[src/zone_lock_regs.svh]
// Constants for the zone lock and ephemeral key block.
// Assumes a register map reached over a 32-bit APB slave.
`ifndef ZONE_LOCK_REGS_SVH
`define ZONE_LOCK_REGS_SVH

`define UNLOCKED_VALUE 8'h55
`define CFG_LOCK_BYTE_ADDR 7'd87
`define DATA_LOCK_BYTE_ADDR 7'd86
`define CFG_FIXED_LAST 7'd12
`define CFG_BYTES 88

`define REG_CTRL 12'h000
`define REG_STATUS 12'h004
`define REG_CMD 12'h008
`define REG_ACCESS 12'h00C
`define REG_VERDICT 12'h010
`define REG_CFG_WR 12'h014
`define REG_CFG_RD 12'h018
`define REG_SEED_IN 12'h01C
`define REG_RAND_OUT 12'h020
`define REG_KEY_META 12'h024
`define REG_HASH_IN 12'h028

`define CTRL_SLEEP 0
`define CTRL_BROWNOUT 1
`define CTRL_WATCHDOG 2
`define CTRL_TAMPER 3
`define CTRL_IDLE 4

`define PATTERN_WORD 32'h0000FFFF
`define SEED_INIT 32'h1
`define ERR_BAD_CMD 8'h03

`endif

[src/zone_lock_pkg.sv]
// Types shared by the zone lock and ephemeral key block.
// Assumes the companion constant header for numeric values.
package zone_lock_pkg;

    typedef enum logic [3:0] {
        CMD_NONCE = 4'b0001,
        CMD_DIGEST = 4'b0010,
        CMD_RANDOM = 4'b0011,
        CMD_MAC_VERIFY = 4'b0100,
        CMD_READ = 4'b0101,
        CMD_WRITE = 4'b0110,
        CMD_LOCK = 4'b0111,
        CMD_OTHER = 4'b1000
    } cmd_t;

    typedef enum logic [1:0] {
        ZONE_CONFIG = 2'b00,
        ZONE_OTP = 2'b01,
        ZONE_DATA = 2'b10
    } zone_t;

    typedef struct packed {
        logic [255:0] value;
        logic [3:0] slotIndex;
        logic randomnessOrigin;
        logic slotDerived;
        logic verify_only_slot_bit;
        logic valid;
    } eph_key_t;

    typedef struct packed {
        logic [31:0] prdata;
        logic pready;
        logic pslverr;
    } apb_rsp_t;

endpackage : zone_lock_pkg

[src/zone_lock_and_ephemeral_key.sv]
// Zone lock gating and ephemeral key register with its metadata.
// Assumes an APB master in the ref_clk domain; inputs are synchronous.
// Summary of operation
// - Config writes only while config lock byte is 55h; reads always.
// - Fixed config bytes 0 to 12 are never writable.
// - Data and OTP zones unlocked exactly when data lock byte is 55h.
// - No data or OTP access before config zone is locked.
// - Config locked, data unlocked: writes allowed, reads refused.
// - Both locked: slot settings decide read and write permission.
// - Sleep or power loss wipes key and scratch state.
// - Key value never returned through an external read.
// - Keep 256-bit key plus 4-bit slot index.
// - Slot-derived flag set when digest used a data slot.
// - Origin flag: 0 internal random, 1 host seed only.
// - Check-only flag set when digest used a verify-only key.
// - Valid cleared on power-up, sleep, brown-out, watchdog, tamper; idle keeps.
// - Valid cleared after any command but nonce, digest or successful MAC verify.
// - CRC-rejected command leaves valid unchanged.
// - MAC verify keeps valid only on a successful copy.
// - Error in nonce or digest clears valid.
// - Each nonce or digest result overwrites the key.
// - Generator makes a 32-bit word; nonce mixes eight copies with host input.
// - Random command returns generator output; key value kept, valid cleared.
// - Config unlocked: generator gives ff ff 00 00 repeating.
// - Encrypted access needs key from internal random nonce.
// - Lock bytes at config 87 and 86, changed only by lock command.
// - Locking holds until reset, which sets both lock bytes back to 55h.
`timescale 1ns/10ps
`include "zone_lock_regs.svh"

module zone_lock_and_ephemeral_key
    import zone_lock_pkg::*;
#(
    parameter int CFG_BYTES = `CFG_BYTES
) (
    // Clock and reset
    input wire logic ref_clk,
    input wire logic rst,
    // APB slave
    input wire logic psel,
    input wire logic penable,
    input wire logic pwrite,
    input wire logic [11:0] paddr,
    input wire logic [31:0] pwdata,
    output logic [31:0] prdata,
    output logic pready,
    output logic pslverr,
    // Key to internal command logic
    output logic [255:0] keyValue,
    output logic keyValid
);

    typedef struct packed {
        logic [CFG_BYTES-1:0][7:0] cfg;
        eph_key_t key;
        logic [31:0] lfsr;
        logic [31:0] seedIn;
        logic [255:0] hashIn;
        logic [7:0] randByte;
        logic seedFresh;
        logic [2:0] verdict;
        logic [7:0] errCode;
        logic [31:0] randOut;
        apb_rsp_t rsp;
        logic [255:0] keyOut;
        logic keyValidOut;
    } state_t;

    state_t s;
    state_t next_s;

    logic cfgUnlocked;
    logic dataUnlocked;
    logic apbAccess;
    logic apbWrite;
    logic apbRead;
    logic [31:0] rdata;
    logic [31:0] genWord;

    assign cfgUnlocked = s.cfg[`CFG_LOCK_BYTE_ADDR] == `UNLOCKED_VALUE;
    assign dataUnlocked = s.cfg[`DATA_LOCK_BYTE_ADDR] == `UNLOCKED_VALUE;
    assign apbAccess = psel && penable && !s.rsp.pready;
    assign apbWrite = apbAccess && pwrite;
    assign apbRead = apbAccess && !pwrite;

    // Test pattern before config lock, else LFSR mixed with seed
    assign genWord = cfgUnlocked ? `PATTERN_WORD : (s.lfsr ^ s.seedIn);

    // Key value is deliberately absent from every readable word
    always_comb begin
        rdata = 32'h00000000;
        case (paddr)
            `REG_STATUS: rdata = {24'h000000, 3'b000, s.seedFresh,
                !dataUnlocked, !cfgUnlocked, s.key.valid, 1'b0};
            `REG_VERDICT: rdata = {21'h000000, s.errCode, s.verdict};
            `REG_RAND_OUT: rdata = s.randOut;
            `REG_KEY_META: rdata = {25'h0000000, s.key.verify_only_slot_bit,
                s.key.slotDerived, s.key.randomnessOrigin,
                s.key.slotIndex};
            `REG_CFG_RD: rdata = {24'h000000,
                s.cfg[pwdata[6:0] < 7'(CFG_BYTES) ? pwdata[6:0] : 7'd0]};
            default: rdata = 32'h00000000;
        endcase
    end

    always_comb begin
        logic [3:0] opSlot;
        logic opErr;
        logic opCrcErr;
        logic opSkipSeed;
        logic opMacOk;
        logic opVerifyOnly;
        logic opUseSlot;
        logic opEncrypted;
        logic opSlotRd;
        logic opSlotWr;
        logic [6:0] cfgAddr;
        cmd_t opCode;
        zone_t opZone;
        next_s = s;
        opSlot = pwdata[7:4];
        opErr = pwdata[8];
        opCrcErr = pwdata[9];
        opSkipSeed = pwdata[10];
        opMacOk = pwdata[11];
        opVerifyOnly = pwdata[12];
        opUseSlot = pwdata[13];
        opEncrypted = pwdata[14];
        opSlotRd = pwdata[15];
        opSlotWr = pwdata[16];
        cfgAddr = pwdata[14:8];
        opCode = cmd_t'(pwdata[3:0]);
        opZone = zone_t'(pwdata[18:17]);
        next_s.rsp.pready = apbAccess;
        next_s.rsp.pslverr = 1'b0;
        next_s.rsp.prdata = apbRead ? rdata : 32'h00000000;
        next_s.lfsr = {s.lfsr[30:0],
            s.lfsr[31] ^ s.lfsr[21] ^ s.lfsr[1] ^ s.lfsr[0]};
        // Lock bytes only move via lock command; back to 55h only on reset
        if (apbWrite && paddr == `REG_CFG_WR) begin
            if (cfgAddr <= `CFG_FIXED_LAST || !cfgUnlocked
                    || cfgAddr >= 7'(CFG_BYTES)
                    || cfgAddr == `CFG_LOCK_BYTE_ADDR
                    || cfgAddr == `DATA_LOCK_BYTE_ADDR) begin
                next_s.rsp.pslverr = 1'b1;
            end else begin
                next_s.cfg[cfgAddr] = pwdata[7:0];
            end
        end
        if (apbWrite && paddr == `REG_SEED_IN) begin
            next_s.seedIn = pwdata;
        end
        if (apbWrite && paddr == `REG_HASH_IN) begin
            next_s.hashIn = {s.hashIn[223:0], pwdata};
        end
        if (apbWrite && paddr == `REG_ACCESS) begin
            if (!cfgUnlocked && (opZone != ZONE_CONFIG)) begin
                if (dataUnlocked) begin
                    next_s.verdict = {1'b0, 1'b1, 1'b0};
                end else begin
                    next_s.verdict = {1'b0, opSlotWr, opSlotRd};
                end
            end else if (opZone != ZONE_CONFIG) begin
                next_s.verdict = 3'b100;
            end else begin
                next_s.verdict = {1'b0, cfgUnlocked, 1'b1};
            end
            if (opEncrypted && (!s.key.valid || s.key.randomnessOrigin)) begin
                next_s.verdict = 3'b100;
            end
        end
        if (apbWrite && paddr == `REG_CMD && !opCrcErr) begin
            next_s.errCode = 8'h00;
            next_s.key.valid = 1'b0;
            case (opCode)
                CMD_NONCE: begin
                    if (opErr) begin
                        next_s.errCode = `ERR_BAD_CMD;
                    end else begin
                        next_s.key.value = s.hashIn ^ {8{genWord}};
                        next_s.key.randomnessOrigin = opSkipSeed;
                        next_s.key.slotDerived = 1'b0;
                        next_s.key.verify_only_slot_bit = 1'b0;
                        next_s.key.valid = 1'b1;
                    end
                    if (s.seedFresh && !opSkipSeed) begin
                        next_s.seedFresh = 1'b0;
                        next_s.seedIn = s.seedIn ^ s.lfsr;
                    end
                end
                CMD_DIGEST: begin
                    if (opErr) begin
                        next_s.errCode = `ERR_BAD_CMD;
                    end else begin
                        next_s.key.value = {s.key.value[254:0],
                            s.key.value[255]} ^ s.hashIn;
                        next_s.key.slotIndex = opSlot;
                        next_s.key.slotDerived = opUseSlot;
                        next_s.key.verify_only_slot_bit = opVerifyOnly;
                        next_s.key.valid = s.key.valid;
                    end
                end
                CMD_RANDOM: begin
                    next_s.randOut = genWord;
                    if (s.seedFresh && !opSkipSeed) begin
                        next_s.seedFresh = 1'b0;
                        next_s.seedIn = s.seedIn ^ s.lfsr;
                    end
                end
                CMD_MAC_VERIFY: begin
                    next_s.key.valid = s.key.valid && opMacOk;
                end
                CMD_LOCK: begin
                    // Only write non-55h values; only reset restores 55h
                    if (opSlot[0]) begin
                        next_s.cfg[`CFG_LOCK_BYTE_ADDR] = 8'h00;
                    end else if (!cfgUnlocked) begin
                        next_s.cfg[`DATA_LOCK_BYTE_ADDR] = 8'h00;
                    end
                end
                default: next_s.errCode = 8'h00;
            endcase
        end
        if (apbWrite && paddr == `REG_CTRL) begin
            if (pwdata[`CTRL_SLEEP]) begin
                next_s.key = '0;
                next_s.hashIn = '0;
                next_s.randOut = '0;
                next_s.seedFresh = 1'b1;
            end else if (pwdata[`CTRL_BROWNOUT] || pwdata[`CTRL_WATCHDOG]
                    || pwdata[`CTRL_TAMPER]) begin
                next_s.key.valid = 1'b0;
            end
        end
        next_s.keyOut = next_s.key.value;
        next_s.keyValidOut = next_s.key.valid;
    end

    always_ff @(posedge ref_clk or posedge rst) begin
        if (rst) begin
            s <= '0;
            for (int i = 0; i < CFG_BYTES; i++) begin
                s.cfg[i] <= `UNLOCKED_VALUE;
            end
            s.lfsr <= `SEED_INIT;
            s.seedFresh <= 1'b1;
        end else begin
            s <= next_s;
        end
    end

    assign prdata = s.rsp.prdata;
    assign pready = s.rsp.pready;
    assign pslverr = s.rsp.pslverr;
    assign keyValue = s.keyOut;
    assign keyValid = s.keyValidOut;

endmodule : zone_lock_and_ephemeral_key

[config.mk]
export PLATFORM = sky130hd
export DESIGN_NAME = zone_lock_and_ephemeral_key
export DESIGN_NICKNAME = d
export VERILOG_FILES = /design/src/zone_lock_pkg.sv /design/src/zone_lock_and_ephemeral_key.sv
export VERILOG_INCLUDE_DIRS = /design/src
export SDC_FILE = /design/constraint.sdc
export NUM_CORES = 2
export LEC_CHECK = 0
export BUFFER_PORTS_ARGS = -buffer_cell sky130_fd_sc_hd__buf_4
export CAP_MARGIN = 20
export CORE_UTILIZATION = 35
export CTS_CLUSTER_DIAMETER = 200
export CTS_CLUSTER_SIZE = 12
export DETAILED_ROUTE_END_ITERATION = 12
export HOLD_SLACK_MARGIN = 0.15
export PLACE_DENSITY_LB_ADDON = 0.08
export SLEW_MARGIN = 10
export SYNTH_ARGS = -nofsm -noshare
export SYNTH_HDL_FRONTEND = slang
export SYNTH_SLANG_ARGS = --single-unit
[constraint.sdc]
create_clock -name ref_clk -period 44 [get_ports ref_clk]
set_clock_uncertainty 0.15 [all_clocks]
set_input_delay 4.4 -clock ref_clk [delete_from_list [all_inputs] [get_ports ref_clk]]
set_output_delay 4.4 -clock ref_clk [all_outputs]
set_load 0.01 [all_outputs]
==> metrics <==
cts hold-fix bufs 0; RSZ-0062 raised after global routing false; Synth Area in Adders 0%; Synth top area share 37.7%; H-Tree Depth 4; cell area after synthesis around 67,000 um2; Worst Path Arrival 9.37 ns; CTS buffer count 131; grt ovf 0; Root Buffer clkbuf_16; DR WL/cell between 20 and 30 um; Max FO, Critical Path 86; Synth Area in XOR/XNOR 0.459%; PD cells about 34 nW/um2; Port Buf Inserts 339; CTS tree yes; Via density approximately 5.7; simple-gate share of the synthesized area roughly 11%; utilization after layout about two fifths; Worst-path clk slew approximately 0.06 ns; R2R Setup Slk between 30 and 40 ns; main combinational cell family by area after synthesis compound AO/OA/AOI/OAI gates; post-route ant nets 0; Seq/Total Area, Yosys 51.6%; global-route wire length before repair between 300,000 and 400,000 um; Post-synth ARST share 100%; Tightest Pin Transition ~1.2 ns; Post-Route Setup TNS 0 ns; relative slew slack 19.3%; # IOs 340; vias in the first global route 50,400; clock latency on the worst-skew pair 0.79 ns; die footprint 192,000 um2; Longest Clk Path Bufs 3; HP Class flop to flop; R2R Path End s[590]$_DFF_PP0_; Max Cap Viol 0; RD Place Congestion approximately 0.85; EDFF count, synth 0; Synth area leader dfrtp_1; Synth Area in Compound Gates between 15 and 20%; Ys Warns 0; via count 50,400; FF-to-FF path depth 8; GRT Total Usage between 20% and 30%; reg2reg start pready$_DFF_PP0_; Final nets between 6,000 and 7,000; Leakage between 0.03 and 0.04 uW; setup bufs post-CTS 0; Die Span Y 439 um; CP Launch Type input port; DRT Wirelength ~250,000 um; status finished, final reports clean; Worst VDD drop 0.0293 mV; Synth-to-Final Area Change 9.65%; Yosys cell types 90; critical path class input port to flop; Starting Density 35.4%; Post-DP HPWL approximately 170,000 um; number of synthesized register bits about 1,400; final period utilization about a fifth; largest cells by area after synthesis dfrtp_1 38%, dfstp_2 14%, mux2_2 9.2%, nand2_1 5.9%, a21oi_1 4.8%; chip width about 440 um; Mean Syn Cell Area approximately 10 um2; FP Rows 159; initial antenna violation count 4; share of cells above drive strength 1 between 20% and 30%; Fin. Hold Viols 0; largest net degree at the start of global routing 187; post-synth net total approximately 6,600; Final Setup Violations 0; overall power about 2500 uW; Period minus WS final 8.90 ns; Critical Path RT 44.47 ns; total clock sinks between 1,000 and 1,500; mux share of post-synthesis cell area roughly 12%; nature of the critical path endpoint flop; drt first pass iters 7; Hold Path Stages 0; fmax 0.112 GHz; Final Slew Violations 0; core region area between 150,000 and 200,000 um2; Most used DFF post-synth dfrtp_1; Mapped Cells about 6,500; post-CTS resize count 0; DRC 0; initial DRC count ~4,000
per-layer routing:
layer,GRT usage (%),up-vias,part of all wire [%]
li1,-,22400,-
met1,32.3,26200,41
met2,44.2,1345,50
met3,3.60,410,4.2
met4,12.3,0,5.1
met5,0,-,0
per-stage QoR:
| step | setup WS, ns | instance area (um2) | hold WS [ns] | cells |
|---|---|---|---|---|
| 2_1_floorplan | 1.72 | 66700 | 0.256 | 6507 |
| 3_3_place_gp | 34.41 | 69300 | 0.205 | 8601 |
| 3_5_place_dp | 34.39 | 69300 | 0.206 | 8604 |
| 4_1_cts | 35.25 | 73100 | 0.215 | 8820 |
| 5_1_grt | 34.89 | 73200 | 0.219 | 8822 |
| 6_report | 35.10 | 73200 | 0.214 | 8826 |
Yosys cell counts, types with 7 or more instances:
library cell  number
mux2_1            21
o21a_1            10
dfstp_2          354
a31oi_1           29
nor3_1            21
nor4_1            13
nor2_2            22
nor2_8             8
o21ai_1           20
nand3_1          284
a2111oi_0         10
a21o_1            10
nor2_1           139
a2bb2oi_1          8
mux2_2           544
nor2b_1            9
buf_2             42
o31ai_1            7
nand2_1         1052
a211o_1          271
a21oi_1          644
a221oi_1          54
or2_2             11
o221ai_1          37
buf_4            288
and2_1            66
o21ai_0          137
buf_1             52
and3_1            13
clkbuf_1         500
o22ai_1           53
inv_1             48
o32ai_1            8
nor2_4            17
mux2i_1          154
nand2b_1          12
a22oi_1            7
a211oi_1          57
dfrtp_1         1005
xnor2_1           34
a311oi_1          10
a221o_1           12
o211ai_1         307
cell type report:
type | instances | area, um2
clock inverter | 4 | 45.0
clock buffer | 212 | 3730
multi-input combinational | 4213 | 27800
sequential | 1359 | 34500
timing repair buffer | 486 | 3790
antenna | 4 | 10.0
tap | 2495 | 3120
fill | 18700 | 115000
inverter | 53 | 206
report_power, final:
group,leakage [uW],total [uW],switching [uW],internal [uW]
sequential,0.0175,1250,0.111,1250
combinational,0.0136,152,120,31.7
clock,0.00181,1090,511,578
total,0.0329,2490,631,1860
logic make-up after synthesis:
| group | after synthesis |
|---|---|
| flops | 1359 |
| xor+xnor | 35 |
| buf+inv | 935 |
| compound gates | 1748 |
| mux | 725 |
| simple gates | 1705 |
cell usage in the layout (no fill, tap or decap), types with 56 or more instances in the layout:
| cell type | Yosys | layout |
|---|---|---|
| and2_1 | 66 | 66 |
| o21ai_0 | 137 | 135 |
| nand3_1 | 284 | 283 |
| clkbuf_16 | 0 | 138 |
| buf_4 | 288 | 474 |
| a211oi_1 | 57 | 56 |
| dfstp_2 | 354 | 354 |
| mux2i_1 | 154 | 154 |
| dfrtp_1 | 1005 | 1005 |
| mux2_2 | 544 | 544 |
| nor2_1 | 139 | 135 |
| nand2_1 | 1052 | 1051 |
| clkbuf_1 | 500 | 74 |
| a21oi_1 | 644 | 639 |
| a211o_1 | 271 | 271 |
| o211ai_1 | 307 | 307 |
worst max-delay path: stages:
cell	delay, ns
buf_4	0.11
or4_1	0.61
nor3_1	0.46
nor4b_2	0.29
buf_4	0.73
buf_4	0.76
buf_4	0.89
buf_4	0.74
a21oi_1	0.10
worst max path at each step:
stage,to,cells past startpoint,start
floorplan,async pin,1,rst
global placement,s[590]$_DFF_PP0_,9,paddr[1]
detailed placement,s[590]$_DFF_PP0_,9,paddr[1]
CTS,s[590]$_DFF_PP0_,9,paddr[1]
global route,keyValue[247]$_DFF_PP0_,9,paddr[1]
finish,s[590]$_DFF_PP0_,9,paddr[1]
(Power assumes the default switching activity.)
